$ cat config.mk
export PLATFORM = sky130hd
export DESIGN_NAME = caf_top
export DESIGN_NICKNAME = d
export VERILOG_FILES = /design/src/common/caf_pkg.sv /design/src/common/caf_filt_if.sv /design/src/rtl/caf_top.sv /design/src/rtl/caf_filter.sv
export VERILOG_INCLUDE_DIRS = /design/src /design/src/common
export SDC_FILE = /design/constraint.sdc
export NUM_CORES = 1
export LEC_CHECK = 0
export BUFFER_PORTS_ARGS = -buffer_cell sky130_fd_sc_hd__buf_4
export CORE_UTILIZATION = 58
export CTS_CLUSTER_SIZE = 28
export DETAILED_ROUTE_END_ITERATION = 12
export PLACE_DENSITY = 0.85
export SLEW_MARGIN = 0
export SYNTH_ARGS = -nofsm -noshare
export SYNTH_HDL_FRONTEND = slang
export SYNTH_SLANG_ARGS = --single-unit
$ cat constraint.sdc
create_clock -name aclk -period 6.1 [get_ports aclk]
set_input_delay 0.915 -clock aclk [delete_from_list [all_inputs] [get_ports aclk]]
set_output_delay 0.915 -clock aclk [all_outputs]
set_load 0.01 [all_outputs]
$ cat src/common/caf_consts.svh
`ifndef CAF_CONSTS_SVH
`define CAF_CONSTS_SVH

// Register word indices, byte address is index times four
`define CAF_IDX_MISC 6'h0b
`define CAF_IDX_RX_ERROR_COUNT 6'h0e
`define CAF_IDX_TX_ERROR_COUNT 6'h0f
`define CAF_IDX_CODE0 6'h10
`define CAF_IDX_MASK0 6'h14
`define CAF_IDX_CODE4 6'h18
`define CAF_IDX_MASK4 6'h1c
`define CAF_IDX_CTRL 6'h20
`define CAF_IDX_STAT 6'h21
`define CAF_IDX_IRQ_STAT 6'h22
`define CAF_IDX_IRQ_MASK 6'h23

// Control register fields
`define CAF_CTRL_INIT_REQ 0
`define CAF_CTRL_SLEEP_REQ 1
`define CAF_CTRL_RECOV_SEL 2
`define CAF_CTRL_ORG_LO 4
`define CAF_CTRL_ORG_HI 5

// Status register fields
`define CAF_STAT_INIT_ACK 0
`define CAF_STAT_SLEEP_ACK 1
`define CAF_STAT_BUSOFF 2
`define CAF_STAT_HIT_LO 4
`define CAF_STAT_HIT_HI 6

// Miscellaneous register field
`define CAF_MISC_HOLD 0

// Interrupt bits
`define CAF_IRQ_ACCEPT 0
`define CAF_IRQ_BUSOFF 1
`define CAF_IRQ_RECOVER 2
`define CAF_IRQ_W 3

// Reset values and counts
`define CAF_RST_BYTE 8'h00
`define CAF_RST_IRQ 3'h0
`define CAF_SEQ_LAST 8'h7f
`define CAF_RESP_OKAY 2'h0
`define CAF_RESP_SLVERR 2'h2

`endif

$ cat src/common/caf_pkg.sv
package caf_pkg;

    typedef enum logic [1:0] {
        CAF_ORG32,
        CAF_ORG16,
        CAF_ORG8,
        CAF_CLOSED
    } caf_org_t;

    typedef enum logic [1:0] {
        CAF_ACTIVE,
        CAF_OFF_HOLD,
        CAF_OFF_COUNT
    } caf_bus_t;

    typedef struct packed {
        logic aw_hold;
        logic [5:0] aw_idx;
        logic w_hold;
        logic [7:0] w_data;
        logic w_lane0;
        logic bvalid;
        logic [1:0] bresp;
        logic rvalid;
        logic [7:0] rdata;
        logic [1:0] rresp;
        logic [7:0][7:0] code;
        logic [7:0][7:0] mask;
        logic init_req;
        logic sleep_req;
        logic recov_sel;
        caf_org_t org;
        logic [7:0] rx_err;
        logic [7:0] tx_err;
        caf_bus_t bus;
        logic [7:0] seq_cnt;
        logic [31:0] bg_id;
        logic bg_ide;
        logic bg_pending;
        logic [31:0] fg_id;
        logic fg_ide;
        logic [2:0] hit;
        logic acc_pulse;
        logic [2:0] irq_stat;
        logic [2:0] irq_mask;
    } caf_state_t;

endpackage : caf_pkg

$ cat src/common/caf_filt_if.sv
interface caf_filt_if;
    import caf_pkg::*;

    logic [7:0][7:0] code;
    logic [7:0][7:0] mask;
    logic [0:3][7:0] id;
    logic ide;
    caf_org_t org;
    logic accept;
    logic [2:0] hit;

    modport ctrl (output code, output mask, output id, output ide, output org,
        input accept, input hit);
    modport filt (input code, input mask, input id, input ide, input org,
        output accept, output hit);
endinterface : caf_filt_if

$ cat src/rtl/caf_top.sv
`include "caf_consts.svh"

module caf_top (
    input wire logic aclk,
    input wire logic aresetn,
    input wire logic [7:0] s_axi_awaddr,
    input wire logic s_axi_awvalid,
    output logic s_axi_awready,
    input wire logic [31:0] s_axi_wdata,
    input wire logic [3:0] s_axi_wstrb,
    input wire logic s_axi_wvalid,
    output logic s_axi_wready,
    output logic [1:0] s_axi_bresp,
    output logic s_axi_bvalid,
    input wire logic s_axi_bready,
    input wire logic [7:0] s_axi_araddr,
    input wire logic s_axi_arvalid,
    output logic s_axi_arready,
    output logic [31:0] s_axi_rdata,
    output logic [1:0] s_axi_rresp,
    output logic s_axi_rvalid,
    input wire logic s_axi_rready,
    output logic init_request_bit,
    input wire logic init_ack_bit,
    output logic sleep_request_bit,
    input wire logic sleep_ack_bit,
    input wire logic [7:0] rx_error_count,
    input wire logic [7:0] tx_error_count,
    input wire logic busoff_enter,
    input wire logic recessive_seq_seen,
    output logic busoff_state,
    input wire logic frame_valid,
    input wire logic [31:0] frame_identifier_bytes,
    input wire logic frame_ide,
    output logic rx_accept,
    output logic [31:0] foreground_rx_buffer,
    output logic foreground_ide,
    output logic [2:0] filter_hit_index,
    output logic irq
);
    import caf_pkg::*;

    caf_state_t s;
    caf_state_t next_s;
    caf_filt_if fif ();

    logic aw_fire;
    logic w_fire;
    logic ar_fire;
    logic wr_do;
    logic [5:0] wr_idx;
    logic [7:0] wr_data;
    logic wr_lane0;
    logic init_mode;
    logic clr_hold;
    logic [2:0] irq_set;

    ////////////////////////////////////////////////////////////////////////////
    // Register decode

    function automatic logic reg_mapped(input logic [5:0] idx);
        return (idx == `CAF_IDX_MISC) || (idx == `CAF_IDX_RX_ERROR_COUNT)
            || (idx == `CAF_IDX_TX_ERROR_COUNT)
            || (idx >= `CAF_IDX_CODE0 && idx <= `CAF_IDX_IRQ_MASK);
    endfunction : reg_mapped

    function automatic logic [7:0] reg_read(input caf_state_t st, input logic [5:0] idx,
        input logic iak, input logic sak);
        logic [7:0] v;
        v = `CAF_RST_BYTE;
        if (idx == `CAF_IDX_MISC) begin
            v[`CAF_MISC_HOLD] = (st.bus == CAF_OFF_HOLD);
        end else if (idx == `CAF_IDX_RX_ERROR_COUNT) begin
            v = st.rx_err;
        end else if (idx == `CAF_IDX_TX_ERROR_COUNT) begin
            v = st.tx_err;
        end else if (idx >= `CAF_IDX_CODE0 && idx < `CAF_IDX_MASK0) begin
            v = st.code[idx[1:0]];
        end else if (idx >= `CAF_IDX_MASK0 && idx < `CAF_IDX_CODE4) begin
            v = st.mask[idx[1:0]];
        end else if (idx >= `CAF_IDX_CODE4 && idx < `CAF_IDX_MASK4) begin
            v = st.code[{1'b1, idx[1:0]}];
        end else if (idx >= `CAF_IDX_MASK4 && idx < `CAF_IDX_CTRL) begin
            v = st.mask[{1'b1, idx[1:0]}];
        end else if (idx == `CAF_IDX_CTRL) begin
            v[`CAF_CTRL_INIT_REQ] = st.init_req;
            v[`CAF_CTRL_SLEEP_REQ] = st.sleep_req;
            v[`CAF_CTRL_RECOV_SEL] = st.recov_sel;
            v[`CAF_CTRL_ORG_HI:`CAF_CTRL_ORG_LO] = st.org;
        end else if (idx == `CAF_IDX_STAT) begin
            v[`CAF_STAT_INIT_ACK] = iak;
            v[`CAF_STAT_SLEEP_ACK] = sak;
            v[`CAF_STAT_BUSOFF] = (st.bus != CAF_ACTIVE);
            v[`CAF_STAT_HIT_HI:`CAF_STAT_HIT_LO] = st.hit;
        end else if (idx == `CAF_IDX_IRQ_STAT) begin
            v[`CAF_IRQ_W-1:0] = st.irq_stat;
        end else if (idx == `CAF_IDX_IRQ_MASK) begin
            v[`CAF_IRQ_W-1:0] = st.irq_mask;
        end
        return v;
    endfunction : reg_read

    ////////////////////////////////////////////////////////////////////////////
    // Bus handshakes

    assign s_axi_awready = ~s.aw_hold & ~s.bvalid;
    assign s_axi_wready = ~s.w_hold & ~s.bvalid;
    assign s_axi_arready = ~s.rvalid;
    assign aw_fire = s_axi_awvalid & s_axi_awready;
    assign w_fire = s_axi_wvalid & s_axi_wready;
    assign ar_fire = s_axi_arvalid & s_axi_arready;

    // Address and data may come in either order; write once both are held or arriving this cycle
    assign wr_do = (s.aw_hold | aw_fire) & (s.w_hold | w_fire);
    assign wr_idx = s.aw_hold ? s.aw_idx : s_axi_awaddr[7:2];
    assign wr_data = s.w_hold ? s.w_data : s_axi_wdata[7:0];
    assign wr_lane0 = s.w_hold ? s.w_lane0 : s_axi_wstrb[0];

    assign init_mode = s.init_req & init_ack_bit;
    assign clr_hold = wr_do & wr_lane0 & (wr_idx == `CAF_IDX_MISC)
        & wr_data[`CAF_MISC_HOLD];

    ////////////////////////////////////////////////////////////////////////////
    // Acceptance filter

    assign fif.code = s.code;
    assign fif.mask = s.mask;
    assign fif.id = s.bg_id;
    assign fif.ide = s.bg_ide;
    assign fif.org = s.org;

    caf_filter u_filter (
        .fi(fif.filt)
    );

    ////////////////////////////////////////////////////////////////////////////
    // Next state

    always_comb begin
        next_s = s;
        irq_set = `CAF_RST_IRQ;

        // Write channel
        if (aw_fire) begin
            next_s.aw_hold = 1'b1;
            next_s.aw_idx = s_axi_awaddr[7:2];
        end
        if (w_fire) begin
            next_s.w_hold = 1'b1;
            next_s.w_data = s_axi_wdata[7:0];
            next_s.w_lane0 = s_axi_wstrb[0];
        end
        if (s.bvalid && s_axi_bready) begin
            next_s.bvalid = 1'b0;
        end
        if (wr_do) begin
            next_s.aw_hold = 1'b0;
            next_s.w_hold = 1'b0;
            next_s.bvalid = 1'b1;
            next_s.bresp = reg_mapped(wr_idx) ? `CAF_RESP_OKAY : `CAF_RESP_SLVERR;
            if (wr_lane0) begin
                if (init_mode) begin
                    if (wr_idx >= `CAF_IDX_CODE0 && wr_idx < `CAF_IDX_MASK0) begin
                        next_s.code[wr_idx[1:0]] = wr_data;
                    end else if (wr_idx >= `CAF_IDX_MASK0 && wr_idx < `CAF_IDX_CODE4) begin
                        next_s.mask[wr_idx[1:0]] = wr_data;
                    end else if (wr_idx >= `CAF_IDX_CODE4 && wr_idx < `CAF_IDX_MASK4) begin
                        next_s.code[{1'b1, wr_idx[1:0]}] = wr_data;
                    end else if (wr_idx >= `CAF_IDX_MASK4 && wr_idx < `CAF_IDX_CTRL) begin
                        next_s.mask[{1'b1, wr_idx[1:0]}] = wr_data;
                    end
                end
                if (wr_idx == `CAF_IDX_CTRL) begin
                    next_s.init_req = wr_data[`CAF_CTRL_INIT_REQ];
                    next_s.sleep_req = wr_data[`CAF_CTRL_SLEEP_REQ];
                    if (init_mode) begin
                        next_s.recov_sel = wr_data[`CAF_CTRL_RECOV_SEL];
                        next_s.org = caf_org_t'(wr_data[`CAF_CTRL_ORG_HI:`CAF_CTRL_ORG_LO]);
                    end
                end
                if (wr_idx == `CAF_IDX_IRQ_STAT) begin
                    next_s.irq_stat = s.irq_stat & ~wr_data[`CAF_IRQ_W-1:0];
                end
                if (wr_idx == `CAF_IDX_IRQ_MASK) begin
                    next_s.irq_mask = wr_data[`CAF_IRQ_W-1:0];
                end
            end
        end

        // Read channel
        if (s.rvalid && s_axi_rready) begin
            next_s.rvalid = 1'b0;
        end
        if (ar_fire) begin
            next_s.rvalid = 1'b1;
            next_s.rdata = reg_read(s, s_axi_araddr[7:2], init_ack_bit, sleep_ack_bit);
            next_s.rresp = reg_mapped(s_axi_araddr[7:2]) ? `CAF_RESP_OKAY : `CAF_RESP_SLVERR;
        end

        // Error counters mirror the protocol engine
        next_s.rx_err = rx_error_count;
        next_s.tx_err = tx_error_count;

        // Bus-off state
        case (s.bus)
            CAF_ACTIVE: begin
                next_s.seq_cnt = `CAF_RST_BYTE;
                if (busoff_enter) begin
                    next_s.bus = s.recov_sel ? CAF_OFF_HOLD : CAF_OFF_COUNT;
                    irq_set[`CAF_IRQ_BUSOFF] = 1'b1;
                end
            end
            CAF_OFF_HOLD: begin
                // A new bus-off event in the clearing cycle keeps the hold
                if (clr_hold && !busoff_enter) begin
                    next_s.bus = CAF_OFF_COUNT;
                end
            end
            CAF_OFF_COUNT: begin
                if (recessive_seq_seen) begin
                    if (s.seq_cnt == `CAF_SEQ_LAST) begin
                        next_s.bus = CAF_ACTIVE;
                        next_s.seq_cnt = `CAF_RST_BYTE;
                        irq_set[`CAF_IRQ_RECOVER] = 1'b1;
                    end else begin
                        next_s.seq_cnt = s.seq_cnt + 8'h01;
                    end
                end
            end
            default: begin
                next_s.bus = CAF_ACTIVE;
            end
        endcase

        // Receive path: background buffer, then filter, then foreground
        next_s.acc_pulse = 1'b0;
        next_s.bg_pending = 1'b0;
        if (s.bg_pending && fif.accept) begin
            next_s.fg_id = s.bg_id;
            next_s.fg_ide = s.bg_ide;
            next_s.hit = fif.hit;
            next_s.acc_pulse = 1'b1;
            irq_set[`CAF_IRQ_ACCEPT] = 1'b1;
        end
        if (frame_valid) begin
            next_s.bg_id = frame_identifier_bytes;
            next_s.bg_ide = frame_ide;
            next_s.bg_pending = 1'b1;
        end

        // Events win over a same-cycle clear
        next_s.irq_stat = next_s.irq_stat | irq_set;
    end

    always_ff @(posedge aclk) begin
        if (!aresetn) begin
            s <= '0;
        end else begin
            s <= next_s;
        end
    end

    ////////////////////////////////////////////////////////////////////////////
    // Outputs

    assign s_axi_bvalid = s.bvalid;
    assign s_axi_bresp = s.bresp;
    assign s_axi_rvalid = s.rvalid;
    assign s_axi_rdata = {24'h000000, s.rdata};
    assign s_axi_rresp = s.rresp;
    assign init_request_bit = s.init_req;
    assign sleep_request_bit = s.sleep_req;
    assign busoff_state = (s.bus != CAF_ACTIVE);
    assign rx_accept = s.acc_pulse;
    assign foreground_rx_buffer = s.fg_id;
    assign foreground_ide = s.fg_ide;
    assign filter_hit_index = s.hit;
    assign irq = |(s.irq_stat & s.irq_mask);

    ////////////////////////////////////////////////////////////////////////////
    // Checks

    property p_hold_set;
        @(posedge aclk) disable iff (!aresetn)
        (s.bus == CAF_ACTIVE && busoff_enter && s.recov_sel) |=> (s.bus == CAF_OFF_HOLD);
    endproperty
    a_hold_set: assert property (p_hold_set) else $error("hold flag not set");

    property p_hold_keep;
        @(posedge aclk) disable iff (!aresetn)
        (s.bus == CAF_OFF_HOLD && !clr_hold) |=> (s.bus == CAF_OFF_HOLD);
    endproperty
    a_hold_keep: assert property (p_hold_keep) else $error("hold left early");

    property p_hold_clear;
        @(posedge aclk) disable iff (!aresetn)
        (s.bus == CAF_OFF_HOLD && clr_hold && !busoff_enter) |=> (s.bus == CAF_OFF_COUNT);
    endproperty
    a_hold_clear: assert property (p_hold_clear) else $error("w1c ignored");

    property p_rx_error_count_read;
        @(posedge aclk) disable iff (!aresetn)
        (ar_fire && s_axi_araddr[7:2] == `CAF_IDX_RX_ERROR_COUNT) |=> (s.rdata == $past(s.rx_err));
    endproperty
    a_rx_error_count_read: assert property (p_rx_error_count_read) else $error("rx count read wrong");

    property p_tx_error_count_read;
        @(posedge aclk) disable iff (!aresetn)
        (ar_fire && s_axi_araddr[7:2] == `CAF_IDX_TX_ERROR_COUNT) |=> (s.rdata == $past(s.tx_err));
    endproperty
    a_tx_error_count_read: assert property (p_tx_error_count_read) else $error("tx count read wrong");

    property p_filter_locked;
        @(posedge aclk) disable iff (!aresetn)
        !init_mode |=> ($stable(s.code) && $stable(s.mask));
    endproperty
    a_filter_locked: assert property (p_filter_locked) else $error("filter written");

    property p_fg_load;
        @(posedge aclk) disable iff (!aresetn)
        (s.bg_pending && fif.accept) |=> (s.fg_id == $past(s.bg_id) && s.hit == $past(fif.hit)
            && rx_accept);
    endproperty
    a_fg_load: assert property (p_fg_load) else $error("foreground not loaded");

    property p_closed;
        @(posedge aclk) disable iff (!aresetn)
        (s.org == CAF_CLOSED) |-> !fif.accept;
    endproperty
    a_closed: assert property (p_closed) else $error("closed filter accepted");

    property p_recover;
        @(posedge aclk) disable iff (!aresetn)
        (s.bus == CAF_OFF_COUNT) ##1 (s.bus == CAF_ACTIVE)
            |-> ($past(recessive_seq_seen) && $past(s.seq_cnt) == `CAF_SEQ_LAST);
    endproperty
    a_recover: assert property (p_recover) else $error("bus-off left early");

endmodule : caf_top

$ cat src/rtl/caf_filter.sv
module caf_filter (
    caf_filt_if.filt fi
);
    import caf_pkg::*;

    // Unmasked bits of one byte all agree with the code
    function automatic logic byte_match(input logic [7:0] c, input logic [7:0] m,
        input logic [7:0] id);
        return &(~(c ^ id) | m);
    endfunction : byte_match

    logic [7:0][3:0] bm;
    logic [7:0] fhit;

    // Every code byte against every identifier byte, bit by bit
    generate
        for (genvar k = 0; k < 8; k++) begin : g_code
            for (genvar j = 0; j < 4; j++) begin : g_id
                assign bm[k][j] = byte_match(fi.code[k], fi.mask[k], fi.id[j]);
            end
        end
    endgenerate

    always_comb begin
        fhit = 8'h00;
        case (fi.org)
            CAF_ORG32: begin
                for (int f = 0; f < 2; f++) begin
                    // Standard frames use only the first two bytes
                    fhit[f] = bm[4*f][0] & bm[4*f+1][1]
                        & (~fi.ide | (bm[4*f+2][2] & bm[4*f+3][3]));
                end
            end
            CAF_ORG16: begin
                for (int f = 0; f < 4; f++) begin
                    fhit[f] = bm[2*f][0] & bm[2*f+1][1];
                end
            end
            CAF_ORG8: begin
                for (int f = 0; f < 8; f++) begin
                    fhit[f] = bm[f][0];
                end
            end
            default: begin
                fhit = 8'h00;
            end
        endcase
    end

    // Lowest numbered matching filter reports the hit
    always_comb begin
        fi.hit = 3'h0;
        for (int i = 7; i >= 0; i--) begin
            if (fhit[i]) begin
                fi.hit = 3'(i);
            end
        end
    end

    assign fi.accept = |fhit;

endmodule : caf_filter

==> results of run 1 <==
worst max-delay path: stages, from the launching register on:
cell	delay, ns
dfxtp_1	0.86
xnor2_1	0.20
nor2_1	0.08
nor4_1	0.53
nand2_1	0.18
o32ai_1	0.52
o41a_2	1.02
nor2_1	0.13
a41o_1	0.25
how the worst max path moves through the flow:
stage	startpoint	to	slack [ns]	cells after the start
after floorplan	s_axi_araddr[2]	s_axi_rdata[0]	3.25	8
after global placement	fif.id[24]	filter_hit_index[0]	2.45	8
after detailed placement	fif.id[25]	filter_hit_index[0]	2.37	8
after CTS	fif.id[25]	filter_hit_index[0]	2.32	8
after global routing	fif.id[31]	filter_hit_index[0]	1.96	8
final	fif.id[24]	filter_hit_index[0]	2.19	8
logic make-up after synthesis:
logic type	count (synthesis)	share of synthesized area
and+or+nand+nor	458	0.152
xor gates and xnor gates	134	0.0865
buffers and inverters	199	0.0788
DFF	265	0.391
AOI/OAI and AO/OA	297	0.150
other	1	0.000276
adders and majority gates	5	0.00461
muxes	138	0.137
power groups by stage:
stage	combinational (mW)	sequential, mW	clock (mW)
2_1_floorplan	0.309	1.83	0
3_3_place_gp	0.392	1.87	0
3_5_place_dp	0.399	1.87	0
4_1_cts	0.401	1.83	1.59
5_1_grt	0.437	1.84	1.67
6_report	0.408	1.84	1.58
placed cells by master, fill, tap and decap left out, types with 37 or more instances in the layout:
master    count
buf_4       151
mux4_2       37
nor2_1      242
xnor2_1     128
a211oi_1    105
o22ai_1      55
mux2i_1      87
nand3_1      46
o21ai_0      52
nand2_1      72
dfxtp_1     265
state kept, by name (all words and copies together) (netlist names), 2 cells and up:
| signal | flops |
|---|---|
| s_axi_rdata | 8 |
| s | 51 |
| fif.mask | 64 |
| foreground_rx_buffer | 32 |
| fif.org | 2 |
| fif.id | 32 |
| filter_hit_index | 3 |
| fif.code | 64 |
final cells by class:
| class | count | share of cell area |
|---|---|---|
| Sequential cell | 265 | 0.353 |
| Timing Repair Buffer | 151 | 0.0753 |
| Inverter | 19 | 0.00507 |
| Clock inverter | 5 | 0.00449 |
| Multi-Input combinational cell | 1058 | 0.486 |
| Tap cell | 313 | 0.0260 |
| Clock buffer | 42 | 0.0506 |
metal layers:
metal | vias to the layer above | track usage
li1 | 5240 | -
met1 | 5477 | 0.451
met3 | 165 | 0.0772
met5 | - | 0
met2 | 697 | 0.529
met4 | 0 | 0.184
==> flow_metrics.py, run 1 <==
metrics = {
    "clocking": {
        "cts_hold_buf": 0,
        "cts.repair.resized": 0,
        "cts.htree.levels": 1,
        "cts_buffer_depth": 3,
        "cts_tree": "done",
        "insertion_delay_ns": 0.57,
        "cts_buffers": 27,
        "cts.sinks": 265,
        "cts_root_buf": "clkbuf_16",
        "cts_setup_buffers": 0,
        "path_clk_slew_ns": 0.06,
    },
    "power": {
        "power.share.switching": 0.258,
        "internal_power_mw": 2.84,
        "powerDensity_nw_per_um2": 255,
        "p_sw_uw": 988,
        "pwr-share-clk": 0.413,
        "p_total_mw": 3.83,
        "leakage_nw": 5.55,
        "pwr-share-comb": 0.107,
        "vdd_drop_max_v": 0.000174,
        "p_seq_frac": 0.480,
    },
    "sta": {
        "rsz0062_at_grt": "no",
        "holdWs_ns": 0.453,
        "finClkSkew_ns": 0.0376,
        "worst_slew_pin_slew_ns": 1.25,
        "setup_tns_ns": 0,
        "setup_slack_ns": 2.19,
        "finalHoldViolCount": 0,
        "relSlewSlack": 0.160,
        "slew_viol_final": 0,
        "finalCritPeriodShare": 0.640,
        "finalCriticalPeriod_ns": 3.91,
        "fmax_mhz": 256,
        "setup_viol": 0,
    },
    "synth": {
        "ys_ff_latch": 265,
        "netlist_top_cells_count": "dfxtp_1, nor2_1, xnor2_1",
        "synth_top_cell_area_share": 0.391,
        "syn_area_um2": 13600,
        "synth_edf_count": 0,
        "synth_area_leaders": "dfxtp_1, xnor2_1, mux2i_1",
        "syn_inst": 1497,
        "synth-async-reset-ratio": 0,
        "synthMostInstantiatedCell": "dfxtp_1",
        "ys_seq_area_frac": 0.391,
        "ys_warn_count": 0,
        "synthFlopType": "dfxtp_1",
        "syn_avg_cell_area_um2": 9.07,
        "synth_area_leader_cell": "dfxtp_1",
        "synth_cell_type_count": 65,
    },
    "placement": {
        "dp.cells": 1806,
        "post-place-ws_ns": 2.37,
        "hpwl_um": 29500,
        "gp_congestion": 1.08,
        "dpl_cell_area_um2": 14200,
        "io_buffer_count": 137,
    },
    "setup_path": {
        "worst_ep_required_time_ns": 6.52,
        "arrival_ns": 4.33,
        "r2r-start": "fif.id[24]",
        "r2r-end": "filter_hit_index[0]",
        "critPathLaunchType": "register",
        "worstSetupEndpointType": "register",
        "critPathMaxFanout": 70,
        "rr_worst_depth": 8,
        "rrSetupSlack_ns": 2.19,
        "path_class": "reg2reg",
    },
    "global_route": {
        "overflow": 0,
        "grt_pass1_vias": 10700,
        "grt_pass1_wl_um": 62700,
        "grt_usage": 0.344,
        "antenna_found_initial": 0,
        "grt_max_degree": 84,
    },
    "finish": {
        "finalNonFillerCells": 1853,
        "drive_above_1_share": 0.162,
        "multi_input_area_um2": 7310,
        "utilization": 0.661,
        "final.fill_count": 1819,
        "final_nets": 1640,
        "synthToLayoutAreaGrowth_pct": 10.9,
        "design_area_um2": 15000,
        "seqCellArea_um2": 5310,
        "diodes": 0,
    },
    "route": {
        "first_iter_violations": 1271,
        "wl_per_cell_um": 22.4,
        "num_vias": 11600,
        "wl_met1_um": 16500,
        "top_layer": "met4",
        "antenna_left": 0,
        "route.met2.wl_um": 18200,
        "drtPass1Iterations": 6,
        "drt-total-wl_um": 41600,
        "drc": 0,
        "via_per_inst": 6.25,
        "wl_met3_um": 4480,
    },
    "hold_path": {
        "hold_class": "reg2reg",
        "worstHoldPathCells": 2,
        "min_from": "foreground_rx_buffer[8]",
        "min_to": "foreground_rx_buffer[8]",
    },
    "floorplan": {
        "initial_core_util": 0.596,
        "num_rows": 55,
        "coreArea_um2": 22800,
        "ioPinCount": 195,
        "die_height_um": 155,
        "dieArea_um2": 24000,
        "die_w_um": 155,
    },
    "flow_run": {
        "drv_cap": 0,
    },
    "run_status": {
        "status": "complete, no violations",
    },
}
No activity file was read; power rests on OpenSTA's default activity.
==> run 2: changes to the inputs <==
Settings changed: ABC_AREA set to 1, PLACE_DENSITY 0.85 to 0.84.
Clock period 6.1 ns to 4.1 ns, I/O delays scaled along.
==> run 2 against run 1 <==
Effect of this change: routed wire length up 14%; register-to-register slack worse by 1.3 ns; synthesized area up 3.5%; cell count up 37%; sequential share of layout area down 1.6 points; combinational power up 95%; first-iteration DRC count up 26%; count of clock-buffer cells in the layout up 1; core utilization up 0.69 points; worst setup slack worse by 1.3 ns; sequential power up 48%; global-route usage up 3.9 points; largest cell class unchanged.
==> flow_metrics.py, run 2 <==
metrics = {
    "placement": {
        "gp_congestion": 0.987,
        "io_buffer_count": 137,
        "hpwl_um": 35900,
    },
    "synth": {
        "syn_avg_cell_area_um2": 6.57,
        "synth_top_cell_area_share": 0.378,
        "ys_warn_count": 0,
        "synth_area_leader_cell": "dfxtp_1",
        "netlist_top_cells_count": "nand2_1, dfxtp_1, inv_1",
        "synthMostInstantiatedCell": "nand2_1",
        "synth-async-reset-ratio": 0,
        "syn_area_um2": 14000,
        "synth_edf_count": 0,
        "synth_cell_type_count": 52,
        "syn_inst": 2139,
        "synthFlopType": "dfxtp_1",
        "ys_ff_latch": 265,
        "synth_area_leaders": "dfxtp_1, nand2_1, a21oi_1",
        "ys_seq_area_frac": 0.378,
    },
    "floorplan": {
        "dieArea_um2": 24800,
        "initial_core_util": 0.595,
        "num_rows": 56,
        "coreArea_um2": 23600,
        "ioPinCount": 195,
        "die_height_um": 158,
        "die_w_um": 158,
    },
    "global_route": {
        "use_met2": 0.591,
        "use_met1": 0.522,
        "met3_usage": 0.0506,
        "grt_usage": 0.382,
        "grt_pass1_wl_um": 71100,
        "grt_max_degree": 137,
        "top_usage_layer": "met2",
        "antenna_found_initial": 0,
        "overflow": 0,
        "grt_pass1_vias": 12500,
    },
    "setup_path": {
        "r2r-start": "fif.id[24]",
        "arrival_ns": 3.58,
        "crit_path_end": "s[3]",
        "worstSetupEndpointType": "register",
        "rr_worst_depth": 13,
        "r2r-end": "s[3]",
        "path_buf_inv": 1,
        "critPathMostFrequentCell": "nand2_1",
        "cp_cell_sequence": "inv_1, nand2_1, nand3_1, nand2_1, nor2_1, nand2_1, nor2_1, nand2_1, nand2_1, o21bai_2, nand4_2, nand2_1, a21oi_1",
        "worst_ep_required_time_ns": 4.49,
        "cp.depth": 13,
        "critPathLaunchType": "register",
        "path_delay_family": "simple AND/OR/NAND/NOR gates",
        "setup.worst_path.start": "fif.id[24]",
        "path_class": "reg2reg",
        "critPathMaxFanout": 19,
        "cpMaxStageDelayCell": "dfxtp_1",
        "critical_path.max_stage_delay_ns": 0.69,
        "rrSetupSlack_ns": 0.92,
    },
    "clocking": {
        "cts_root_buf": "clkbuf_16",
        "cts.htree.levels": 1,
        "cts_setup_buffers": 0,
        "cts_buffers": 30,
        "cts.sinks": 265,
        "cts_buffer_depth": 3,
        "cts_hold_buf": 0,
        "path_clk_slew_ns": 0.07,
        "cts.repair.resized": 0,
        "insertion_delay_ns": 0.57,
        "cts_tree": "done",
    },
    "sta": {
        "finalCritPeriodShare": 0.776,
        "finalHoldViolCount": 0,
        "slew_viol_final": 0,
        "fmax_mhz": 314,
        "setup_viol": 0,
        "finalCriticalPeriod_ns": 3.18,
        "rsz0062_at_grt": "no",
        "finClkSkew_ns": 0.0271,
        "relSlewSlack": 0.404,
        "worst_slew_pin_slew_ns": 0.885,
        "setup_tns_ns": 0,
    },
    "finish": {
        "synthToLayoutAreaGrowth_pct": 12.2,
        "utilization": 0.667,
        "final_nets": 2309,
        "drive_above_1_share": 0.112,
        "mostFrequentLayoutCells": "nand2_1, dfxtp_1, inv_1",
        "final_common_cell": "nand2_1",
        "diodes": 0,
    },
    "power": {
        "p_total_mw": 6.23,
        "leakage_nw": 7.05,
        "vdd_drop_max_v": 0.000370,
        "powerDensity_nw_per_um2": 395,
    },
    "route": {
        "antenna_left": 0,
        "num_vias": 14300,
        "via_per_inst": 5.66,
        "first_iter_violations": 1596,
        "drtPass1Iterations": 5,
        "drc": 0,
        "wl_per_cell_um": 18.8,
        "drt-total-wl_um": 47500,
    },
    "hold_path": {
        "worstHoldPathCells": 3,
        "hold_class": "in2reg",
    },
    "run_status": {
        "status": "complete, no violations",
    },
    "flow_run": {
        "drv_cap": 0,
    },
}
run 2: cells by family after synthesis:
group | count (synthesis) | synth area share
simple gates | 896 | 0.268
mux | 5 | 0.00356
xor+xnor | 4 | 0.00249
other cells | 1 | 0.000267
buf+inv | 430 | 0.141
compound gates | 533 | 0.203
fa+ha+maj | 5 | 0.00445
flops | 265 | 0.378
run 2: cell type report:
class | count | area, um2
clock buffers | 43 | 871
clock inverters | 12 | 131
fillers | 2151 | 7850
inverters | 268 | 1010
multi-input cells | 1469 | 6850
flip-flops and latches | 265 | 5310
well taps | 319 | 399
repair buffers | 157 | 1190
run 2: through the flow:
stage / hold slack (ns) / instances / area [um2] / worst slack [ns]
6_report: 0.234 / 2533 / 15800 / 0.916
3_3_place_gp: 0.453 / 2478 / 14800 / 1.19
5_1_grt: 0.232 / 2533 / 15800 / 0.728
3_5_place_dp: 0.463 / 2478 / 14800 / 1.14
4_1_cts: 0.232 / 2533 / 15800 / 1.06
2_1_floorplan: 0.437 / 2164 / 14100 / 2.04
run 2: worst min path at each step:
stage / startpoint / slack [ns] / endpoint
floorplan: filter_hit_index[2] / 0.44 / filter_hit_index[2]
global placement: s[2] / 0.45 / s[2]
detailed placement: s_axi_rresp[1] / 0.46 / s_axi_rresp[1]
CTS: rx_error_count[5] / 0.23 / s[100]
global route: rx_error_count[5] / 0.23 / s[100]
finish: tx_error_count[4] / 0.23 / s[91]
run 2: routing by layer:
layer | vias up | part of all wire
li1 | 6981 | -
met2 | 748 | 0.43
met3 | 122 | 0.094
met5 | - | 0
met1 | 6485 | 0.42
met4 | 0 | 0.053
run 2: report_power, final:
part	internal, mW	switching (mW)	leakage (nW)
Sequential	2.64	0.0797	2.15
Clock	1.60	1.11	0.485
Combinational	0.254	0.541	4.41
run 2: worst register-to-register path, stage by stage, from the launching register on:
cell and delay (ns):
dfxtp_1 0.69, inv_1 0.36, nand2_1 0.14, nand3_1 0.09, nand2_1 0.07, nor2_1 0.05
nand2_1 0.10, nor2_1 0.06, nand2_1 0.05, nand2_1 0.08, o21bai_2 0.19, nand4_2 0.52
nand2_1 0.49, a21oi_1 0.11
